File: src/core/acps_pkg.sv
// Purpose: shared constants and types for the auxiliary pin function select block
// Assumes: 200 MHz system clock, classic Wishbone register access, 10 auxiliary pins
// Notes:   function codes and register offsets are fixed here and used everywhere
package acps_pkg;

  // ***********************************
  // sizes and clocks
  // ***********************************
  localparam int PIN_COUNT = 10;
  localparam int SEL_W = 4;
  localparam int SYS_CLK_MHZ = 200;
  localparam int CLK_FAST_MHZ = 30;
  // two toggles per output period
  localparam logic [8:0] CLK_ACC_STEP = 9'(2 * CLK_FAST_MHZ);
  localparam logic [8:0] CLK_ACC_WRAP = 9'(SYS_CLK_MHZ);

  // ***********************************
  // register map (byte addresses)
  // ***********************************
  localparam logic [7:0] REG_SEL_LO = 8'h00;
  localparam logic [7:0] REG_SEL_HI = 8'h04;
  localparam logic [7:0] REG_BB_DATA = 8'h08;
  localparam logic [7:0] REG_BB_DIR = 8'h0C;
  localparam logic [7:0] REG_STATUS = 8'h10;
  localparam int SEL_HI_PINS = 2;
  localparam int POS_PD_SUSPEND = 8;
  localparam int POS_ST_SUSPEND = 16;
  localparam int POS_ST_CONFIGURED = 17;
  localparam int POS_ST_DRV_EN = 18;
  localparam int PIN_PULLDOWN_DEFAULT = 7;

  // ***********************************
  // pin function codes
  // ***********************************
  typedef enum logic [SEL_W-1:0] {
    FN_INPUT_WITH_PULLUP = 4'h0,
    FN_LINE_DRIVER_ENABLE = 4'h1,
    FN_POWER_ENABLE_N = 4'h2,
    FN_TRANSMIT_LED_N = 4'h3,
    FN_RECEIVE_LED_N = 4'h4,
    FN_ACTIVITY_LED_N = 4'h5,
    FN_SLEEP_N = 4'h6,
    FN_CLOCK_OUT_FAST = 4'h7,
    FN_CLOCK_OUT_HALF = 4'h8,
    FN_CLOCK_OUT_QUARTER = 4'h9,
    FN_DRIVE_HIGH = 4'hA,
    FN_DRIVE_LOW = 4'hB,
    FN_BIT_BANG = 4'hC,
    FN_INPUT_WITH_PULLDOWN = 4'hD
  } acps_fn_e;

  // pins offering the common functions, clock/drive-high, and bit-bang
  localparam logic [PIN_COUNT-1:0] PINS_COMMON = 10'h37F;
  localparam logic [PIN_COUNT-1:0] PINS_CLOCK = 10'h361;
  localparam logic [PIN_COUNT-1:0] PINS_BIT_BANG = 10'h360;
  localparam logic [PIN_COUNT-1:0] PINS_PULLDOWN = 10'h080;

  // ***********************************
  // carriers
  // ***********************************
  typedef struct packed {
    logic configured;
    logic suspend;
  } acps_usb_s;

  typedef struct packed {
    logic tx_request;
    logic tx_busy;
    logic rx_busy;
    logic bit_tick;
  } acps_uart_s;

  typedef enum logic [3:0] {
    DE_IDLE = 4'b0001,
    DE_LEAD = 4'b0010,
    DE_SEND = 4'b0100,
    DE_TAIL = 4'b1000
  } acps_de_e;

endpackage

File: src/core/acps_mux.sv
// Purpose: per-pin function multiplexer for the auxiliary configurable pins
// Assumes: function selectors loaded from configuration memory over Wishbone
// Notes:   usb and uart status come from logic on the same clock

module acps_mux import acps_pkg::*; (
  input wire logic sys_clk_in,
  input wire logic rst_in,
  input wire logic wb_cyc_in,
  input wire logic wb_stb_in,
  input wire logic wb_we_in,
  input wire logic [7:0] wb_adr_in,
  input wire logic [3:0] wb_sel_in,
  input wire logic [31:0] wb_dat_in,
  output logic [31:0] wb_dat_out,
  output logic wb_ack_out,
  input wire acps_usb_s usb_in,
  input wire acps_uart_s uart_in,
  output logic tx_start_ok_out,
  input wire logic [PIN_COUNT-1:0] aux_config_pins_in,
  output logic [PIN_COUNT-1:0] aux_config_pins_out,
  output logic [PIN_COUNT-1:0] aux_config_pins_oe_out,
  output logic [PIN_COUNT-1:0] pull_up_out,
  output logic [PIN_COUNT-1:0] pull_down_out
);

  // ***********************************
  // function availability
  // ***********************************
  function automatic logic fn_offered(input int pin, input logic [SEL_W-1:0] code);
    logic ok;
    ok = 1'b0;
    case (code)
      FN_INPUT_WITH_PULLUP: ok = 1'b1;
      FN_LINE_DRIVER_ENABLE, FN_POWER_ENABLE_N, FN_TRANSMIT_LED_N, FN_RECEIVE_LED_N,
      FN_ACTIVITY_LED_N, FN_SLEEP_N, FN_DRIVE_LOW: ok = PINS_COMMON[pin];
      FN_CLOCK_OUT_FAST, FN_CLOCK_OUT_HALF, FN_CLOCK_OUT_QUARTER,
      FN_DRIVE_HIGH: ok = PINS_CLOCK[pin];
      FN_BIT_BANG: ok = PINS_BIT_BANG[pin];
      FN_INPUT_WITH_PULLDOWN: ok = PINS_PULLDOWN[pin];
      default: ok = 1'b0;
    endcase
    return ok;
  endfunction

  // ***********************************
  // registers
  // ***********************************
  logic [PIN_COUNT*SEL_W-1:0] sel_r;
  logic pd_suspend_r;
  logic [PIN_COUNT-1:0] bb_data_r;
  logic [PIN_COUNT-1:0] bb_dir_r;
  logic [PIN_COUNT-1:0] pin_level;
  logic drv_en_r;
  logic wb_req;
  logic [31:0] wmask;

  assign wb_req = wb_cyc_in & wb_stb_in & ~wb_ack_out;
  assign wmask = {{8{wb_sel_in[3]}}, {8{wb_sel_in[2]}}, {8{wb_sel_in[1]}}, {8{wb_sel_in[0]}}};

  acps_sync3 #(.W(PIN_COUNT)) u_pin_sync (
    .sys_clk_in(sys_clk_in),
    .rst_in(rst_in),
    .d_in(aux_config_pins_in),
    .q_out(pin_level)
  );

  // one wait state: ack one edge after the request is seen
  always_ff @(posedge sys_clk_in) begin
    if (rst_in) begin
      wb_ack_out <= 1'b0;
    end else begin
      wb_ack_out <= wb_req;
    end
  end

  // selectors change only from the configuration loader, never from the data path
  always_ff @(posedge sys_clk_in) begin
    if (rst_in) begin
      for (int i = 0; i < PIN_COUNT; i++) begin
        sel_r[i*SEL_W +: SEL_W] <= (i == PIN_PULLDOWN_DEFAULT) ?
          FN_INPUT_WITH_PULLDOWN : FN_INPUT_WITH_PULLUP;
      end
      pd_suspend_r <= 1'b0;
    end else if (wb_req && wb_we_in) begin
      if (wb_adr_in == REG_SEL_LO) begin
        sel_r[31:0] <= (sel_r[31:0] & ~wmask) | (wb_dat_in & wmask);
      end else if (wb_adr_in == REG_SEL_HI) begin
        if (wb_sel_in[0]) begin
          sel_r[PIN_COUNT*SEL_W-1:32] <= wb_dat_in[SEL_HI_PINS*SEL_W-1:0];
        end
        if (wb_sel_in[1]) begin
          pd_suspend_r <= wb_dat_in[POS_PD_SUSPEND];
        end
      end
    end
  end

  always_ff @(posedge sys_clk_in) begin
    if (rst_in) begin
      bb_data_r <= '0;
      bb_dir_r <= '0;
    end else if (wb_req && wb_we_in) begin
      if (wb_adr_in == REG_BB_DATA) begin
        bb_data_r <= (bb_data_r & ~wmask[PIN_COUNT-1:0]) | (wb_dat_in[PIN_COUNT-1:0] &
          wmask[PIN_COUNT-1:0]);
      end else if (wb_adr_in == REG_BB_DIR) begin
        bb_dir_r <= (bb_dir_r & ~wmask[PIN_COUNT-1:0]) | (wb_dat_in[PIN_COUNT-1:0] &
          wmask[PIN_COUNT-1:0]);
      end
    end
  end

  // unmapped addresses read zero and ignore writes
  always_ff @(posedge sys_clk_in) begin
    if (rst_in) begin
      wb_dat_out <= '0;
    end else if (wb_req && !wb_we_in) begin
      wb_dat_out <= '0;
      case (wb_adr_in)
        REG_SEL_LO: wb_dat_out <= sel_r[31:0];
        REG_SEL_HI: begin
          wb_dat_out[SEL_HI_PINS*SEL_W-1:0] <= sel_r[PIN_COUNT*SEL_W-1:32];
          wb_dat_out[POS_PD_SUSPEND] <= pd_suspend_r;
        end
        REG_BB_DATA: wb_dat_out[PIN_COUNT-1:0] <= bb_data_r;
        REG_BB_DIR: wb_dat_out[PIN_COUNT-1:0] <= bb_dir_r;
        REG_STATUS: begin
          wb_dat_out[PIN_COUNT-1:0] <= pin_level;
          wb_dat_out[POS_ST_SUSPEND] <= usb_in.suspend;
          wb_dat_out[POS_ST_CONFIGURED] <= usb_in.configured;
          wb_dat_out[POS_ST_DRV_EN] <= drv_en_r;
        end
        default: wb_dat_out <= '0;
      endcase
    end
  end

  // ***********************************
  // line driver enable sequencer
  // ***********************************
  // the uart waits for tx_start_ok_out, so the lead bit is guaranteed here
  acps_de_e de_state_r;

  always_ff @(posedge sys_clk_in) begin
    if (rst_in) begin
      de_state_r <= DE_IDLE;
    end else begin
      case (de_state_r)
        DE_IDLE: if (uart_in.tx_request) de_state_r <= DE_LEAD;
        DE_LEAD: if (uart_in.bit_tick) de_state_r <= DE_SEND;
        DE_SEND: if (!uart_in.tx_request && !uart_in.tx_busy) de_state_r <= DE_TAIL;
        DE_TAIL: begin
          // a new frame waits for a fresh bit boundary before permission returns
          if (uart_in.tx_request) begin
            de_state_r <= DE_LEAD;
          end else if (uart_in.bit_tick) begin
            de_state_r <= DE_IDLE;
          end
        end
        default: de_state_r <= DE_IDLE;
      endcase
    end
  end

  always_ff @(posedge sys_clk_in) begin
    if (rst_in) begin
      drv_en_r <= 1'b0;
      tx_start_ok_out <= 1'b0;
    end else begin
      drv_en_r <= (de_state_r != DE_IDLE) || uart_in.tx_request;
      // permission ends with the frame, never one cycle into the tail
      tx_start_ok_out <= (de_state_r == DE_SEND && (uart_in.tx_request || uart_in.tx_busy)) ||
        (de_state_r == DE_LEAD && uart_in.bit_tick);
    end
  end

  // ***********************************
  // clock outputs
  // ***********************************
  // 30 MHz is not an integer divide of 200 MHz: edges land on the next
  // system edge, so period jitter of one system cycle is traded for accuracy
  logic [8:0] clk_acc_r;
  logic clk_fast_r;
  logic clk_half_r;
  logic clk_quarter_r;
  logic [8:0] clk_acc_sum;

  assign clk_acc_sum = clk_acc_r + CLK_ACC_STEP;

  always_ff @(posedge sys_clk_in) begin
    if (rst_in || usb_in.suspend) begin
      clk_acc_r <= '0;
      clk_fast_r <= 1'b0;
      clk_half_r <= 1'b0;
      clk_quarter_r <= 1'b0;
    end else if (clk_acc_sum >= CLK_ACC_WRAP) begin
      clk_acc_r <= clk_acc_sum - CLK_ACC_WRAP;
      clk_fast_r <= ~clk_fast_r;
      if (!clk_fast_r) begin
        clk_half_r <= ~clk_half_r;
        if (!clk_half_r) begin
          clk_quarter_r <= ~clk_quarter_r;
        end
      end
    end else begin
      clk_acc_r <= clk_acc_sum;
    end
  end

  // ***********************************
  // per-pin function decode
  // ***********************************
  always_ff @(posedge sys_clk_in) begin
    if (rst_in) begin
      aux_config_pins_out <= '0;
      aux_config_pins_oe_out <= '0;
      pull_up_out <= ~PINS_PULLDOWN;
      pull_down_out <= PINS_PULLDOWN;
    end else begin
      for (int i = 0; i < PIN_COUNT; i++) begin
        logic [SEL_W-1:0] code;
        logic o;
        logic oe;
        code = sel_r[i*SEL_W +: SEL_W];
        o = 1'b0;
        oe = 1'b1;
        if (!fn_offered(i, code)) begin
          code = FN_INPUT_WITH_PULLUP;
        end
        case (code)
          FN_LINE_DRIVER_ENABLE: o = drv_en_r;
          FN_POWER_ENABLE_N: o = ~usb_in.configured | usb_in.suspend;
          FN_TRANSMIT_LED_N: o = ~uart_in.tx_busy;
          FN_RECEIVE_LED_N: o = ~uart_in.rx_busy;
          FN_ACTIVITY_LED_N: o = ~(uart_in.tx_busy | uart_in.rx_busy);
          FN_SLEEP_N: o = ~usb_in.suspend;
          FN_CLOCK_OUT_FAST: o = clk_fast_r;
          FN_CLOCK_OUT_HALF: o = clk_half_r;
          FN_CLOCK_OUT_QUARTER: o = clk_quarter_r;
          FN_DRIVE_HIGH: o = 1'b1;
          FN_DRIVE_LOW: o = 1'b0;
          FN_BIT_BANG: begin
            o = bb_data_r[i];
            oe = bb_dir_r[i];
          end
          default: oe = 1'b0;
        endcase
        aux_config_pins_out[i] <= o;
        aux_config_pins_oe_out[i] <= oe;
        // pull-down on suspend option overrides input pull-ups
        if (oe) begin
          pull_up_out[i] <= 1'b0;
          pull_down_out[i] <= 1'b0;
        end else if ((pd_suspend_r && usb_in.suspend) || code == FN_INPUT_WITH_PULLDOWN) begin
          pull_up_out[i] <= 1'b0;
          pull_down_out[i] <= 1'b1;
        end else begin
          pull_up_out[i] <= 1'b1;
          pull_down_out[i] <= 1'b0;
        end
      end
    end
  end

endmodule

File: src/core/acps_sync3.sv
// Purpose: three-stage input synchroniser with agreement filter
// Assumes: inputs asynchronous to sys_clk_in
// Notes:   output follows only when stages two and three agree
module acps_sync3 #(
  parameter int W = 10
) (
  input wire logic sys_clk_in,
  input wire logic rst_in,
  input wire logic [W-1:0] d_in,
  output logic [W-1:0] q_out
);

  logic [W-1:0] s1_r;
  logic [W-1:0] s2_r;
  logic [W-1:0] s3_r;

  always_ff @(posedge sys_clk_in) begin
    if (rst_in) begin
      s1_r <= '0;
      s2_r <= '0;
      s3_r <= '0;
    end else begin
      s1_r <= d_in;
      s2_r <= s1_r;
      s3_r <= s2_r;
    end
  end

  // hold on disagreement: a single-cycle glitch never reaches q_out
  always_ff @(posedge sys_clk_in) begin
    if (rst_in) begin
      q_out <= '0;
    end else begin
      q_out <= (s2_r & s3_r) | (q_out & (s2_r ^ s3_r));
    end
  end

endmodule

File: config.mk
export PLATFORM = sky130hd
export DESIGN_NAME = acps_mux
export DESIGN_NICKNAME = d
export VERILOG_FILES = /design/src/core/acps_pkg.sv /design/src/core/acps_mux.sv /design/src/core/acps_sync3.sv
export SDC_FILE = /design/constraint.sdc
export NUM_CORES = 1
export LEC_CHECK = 0
export ABC_AREA = 0
export ABC_CLOCK_PERIOD_IN_PS = 4000
export BUFFER_PORTS_ARGS = -buffer_cell sky130_fd_sc_hd__buf_2
export CORE_ASPECT_RATIO = 2
export CORE_MARGIN = 2
export CORE_UTILIZATION = 44
export DETAILED_ROUTE_END_ITERATION = 8
export HOLD_SLACK_MARGIN = 0.05
export MAX_ROUTING_LAYER = met4
export PLACE_DENSITY_LB_ADDON = 0.2
export SLEW_MARGIN = 20
export SYNTH_ARGS = -nofsm -noshare
export SYNTH_HDL_FRONTEND = slang
export SYNTH_SLANG_ARGS = --single-unit
File: constraint.sdc
create_clock -name sys_clk_in -period 4 [get_ports sys_clk_in]
set_input_delay 0.4 -clock sys_clk_in [delete_from_list [all_inputs] [get_ports sys_clk_in]]
set_output_delay 0.4 -clock sys_clk_in [all_outputs]
set_load 0.01 [all_outputs]
==> flow_metrics.py <==
metrics = {
    "outcome": {
        "status": "completed",
    },
    "yosys": {
        "synthCells": 1069,
        "dominantRegCellSynth": "dfxtp_1",
        "synth-edff-count": 0,
        "yosys_warnings": 0,
        "synth.avg_cell_area_sq_um": 8.630,
        "ys_top_cells_by_area": "dfxtp_1, nand2_1, mux2i_1, nor2_1, a21oi_1",
        "synth_top_cell_by_area": "dfxtp_1",
        "synth_async_sr_flop_share": 0,
        "synth_area_sq_um": 9225,
        "ys_seq_area_frac": 0.4340,
        "synth.top_cell.area_share": 0.4340,
        "syn_nets": 1147,
        "synthDistinctLibCells": 78,
        "yosysMostFrequentCell": "dfxtp_1",
        "synth.top_cells.by_count": "dfxtp_1, nand2_1, nor2_1",
        "ys_ff_latch": 200,
    },
    "worst_setup_path": {
        "path_class": "register to register",
        "startpoint_type": "register",
        "required_ns": 4.35,
        "worst-path-max-fanout": 8,
        "crit_path_end_kind": "register",
        "ff2ff_path_depth": 6,
        "r2r-start": "clk_acc_r[2]",
        "r2r_end": "clk_acc_r[6]",
        "ff2ff_setup_slack_ns": 1.46,
        "worstPathArrival_ns": 2.89,
    },
    "min_path": {
        "hold_path.class": "input port to register",
        "holdPathStages": 2,
        "worstHoldStart": "aux_config_pins_in[5]",
        "whs_endpoint": "u_pin_sync.s1_r[5]",
    },
    "place": {
        "io_buffers": 138,
        "dpl.hpwl_mm": 18.40,
        "gp_congestion": 0.8733,
        "dp_slack_ns": 1.253,
    },
    "timing": {
        "rsz0062_at_grt": "no",
        "setup_viol": 0,
        "min_period_ns": 2.542,
        "worst_pin_slew_ns": 0.8777,
        "period_share": 0.6354,
        "fmax_mhz": 393.4,
        "layout_setup_ws_ns": 1.458,
        "fin_tns_setup_ns": 0,
        "finClkSkew_ns": 0.01031,
        "finalHoldViolCount": 0,
        "drv_slew": 0,
        "relSlewSlack": 0.4149,
    },
    "global_route": {
        "antenna_found_initial": 1,
        "grt_pass1_vias": 7636,
        "track_usage": 0.2496,
        "grt_start_max_net_pins": 106,
        "gr-total-overflow": 0,
        "grt_pass1_wl_mm": 41.72,
    },
    "routing": {
        "finalWirelength_mm": 27.03,
        "drc": 0,
        "vias_per_cell": 5.854,
        "wire_per_inst_microns": 18.94,
        "antenna_left": 0,
        "drt_first_pass_iters": 7,
        "initialDrtViolationCount": 605,
        "vias": 8353,
    },
    "layout": {
        "nets": 1222,
        "n_fill_cell": 1987,
        "synthToLayoutAreaGrowth_pct": 13.96,
        "seq_area_sq_um": 4004,
        "drive_above_1_share": 0.1746,
        "multi_input_area_sq_um": 4778,
    },
    "pwr": {
        "ir_drop_v": 0.0002410,
        "p_per_area_nw_per_um2": 387.5,
        "p_leak_nw": 4.216,
    },
    "floorplan": {
        "fp.dieW_microns": 106.4,
        "die_y_microns": 208.8,
        "start_util": 0.4448,
        "die_area_sq_um": 22210,
        "io_pins": 139,
        "core_area_sq_um": 20740,
        "row_count": 75,
    },
    "clock_tree": {
        "post-cts-setup-buffers": 0,
        "clock-sinks": 200,
        "ctsResizeCount": 0,
        "clock-root-buffer": "clkbuf_16",
        "cts_hold_buf": 0,
        "cts_buffers": 17,
        "insertion_delay_ns": 0.44,
        "clk_pin_slew_ns": 0.08,
        "htreeDepth": 4,
        "cts_tree": "done",
        "cts_buffer_depth": 2,
    },
    "run": {
        "max_cap_viol_count": 0,
    },
}
final cells by class:
class,count,share of cell area
Multi-Input combinational cell,762,0.4545
Sequential cell,200,0.3809
Timing Repair Buffer,148,0.07427
Clock buffer,19,0.04213
Tap cell,269,0.03202
Clock inverter,13,0.01059
Inverter,15,0.005356
Antenna cell,1,0.0002380
worst max-delay path by stage:
| stage | slack (ns) | cells past startpoint | endpoint | startpoint |
|---|---|---|---|---|
| after global placement | 1.33 | 6 | register | wb_adr_in[1] |
| after floorplan | 1.61 | 8 | clk_half_r | clk_acc_r[2] |
| after detailed placement | 1.25 | 7 | register | wb_adr_in[1] |
| after CTS | 1.50 | 7 | clk_acc_r[6] | clk_acc_r[2] |
| final | 1.46 | 6 | clk_acc_r[6] | clk_acc_r[2] |
| after global routing | 1.22 | 6 | clk_acc_r[6] | clk_acc_r[2] |
critical path, cell delays in order (launching register included):
cell	delay, ns
dfxtp_1	0.38
inv_1	0.09
ha_1	0.26
or3b_4	0.45
a211oi_1	0.63
nand2_1	0.31
a221oi_1	0.32
through the flow:
step / std cells / util / power (mW) / hold slack (ns) / cell area, sq um
after global placement: 1394 / 0.4801 / 2.470 / 0.4260 / 9956
after global routing: 1427 / 0.5069 / 4.232 / 0.1613 / 10510
after floorplan: 1069 / - / 2.356 / 0.4138 / 9225
final: 1427 / 0.5069 / 4.073 / 0.1693 / 10510
after detailed placement: 1394 / 0.4801 / 2.480 / 0.4264 / 9956
after CTS: 1426 / 0.5068 / 4.109 / 0.1558 / 10510
placed cells by master (no fill, tap or decap), types with 5 or more instances in the layout:
cell type and count:
nor3_1 14, mux2i_1 43, o31a_1 6, and3_1 5, nand2_1 119, a31oi_1 10
inv_1 14, dfxtp_1 200, nor4_1 5, nor3b_1 9, a21boi_0 5, a21oi_1 78
clkbuf_16 17, nor2b_1 49, buf_4 10, o211ai_1 11, o221ai_1 5, a221oi_1 18
mux4_2 8, nor2_1 111, a211oi_1 7, o41ai_1 6, buf_2 137, o21ai_0 51
a21o_1 7, ha_1 13, nand4_1 5, nand3_1 46, a311oi_1 6, or4_1 5
a211o_1 6, a311o_1 5, a22oi_1 22, nand3b_1 17
layer usage:
| metal | track usage | wire [microns] | vias up | share of wire |
|---|---|---|---|---|
| met3 | 0.03493 | 1625 | 45 | 0.060 |
| met1 | 0.3059 | 11200 | 4002 | 0.41 |
| met2 | 0.3985 | 13090 | 314 | 0.48 |
| li1 | - | - | 3992 | - |
| met4 | 0.1257 | 1118 | 0 | 0.041 |
| met5 | - | 0 | - | 0 |
cells by family after synthesis:
kind of cell	synth area share
AOI/OAI and AO/OA	0.1992
buffers and inverters	0.04964
and+or+nand+nor	0.2262
adders and majority gates	0.01872
DFF	0.4340
muxes	0.06741
xor gates and xnor gates	0.004747
where the power goes:
group	switching (mW)	internal, mW	total, mW
Sequential	0.0544	2.03	2.08
Clock	0.806	0.831	1.64
Combinational	0.210	0.141	0.352
Note: power is estimated with default switching activity, not from simulation.
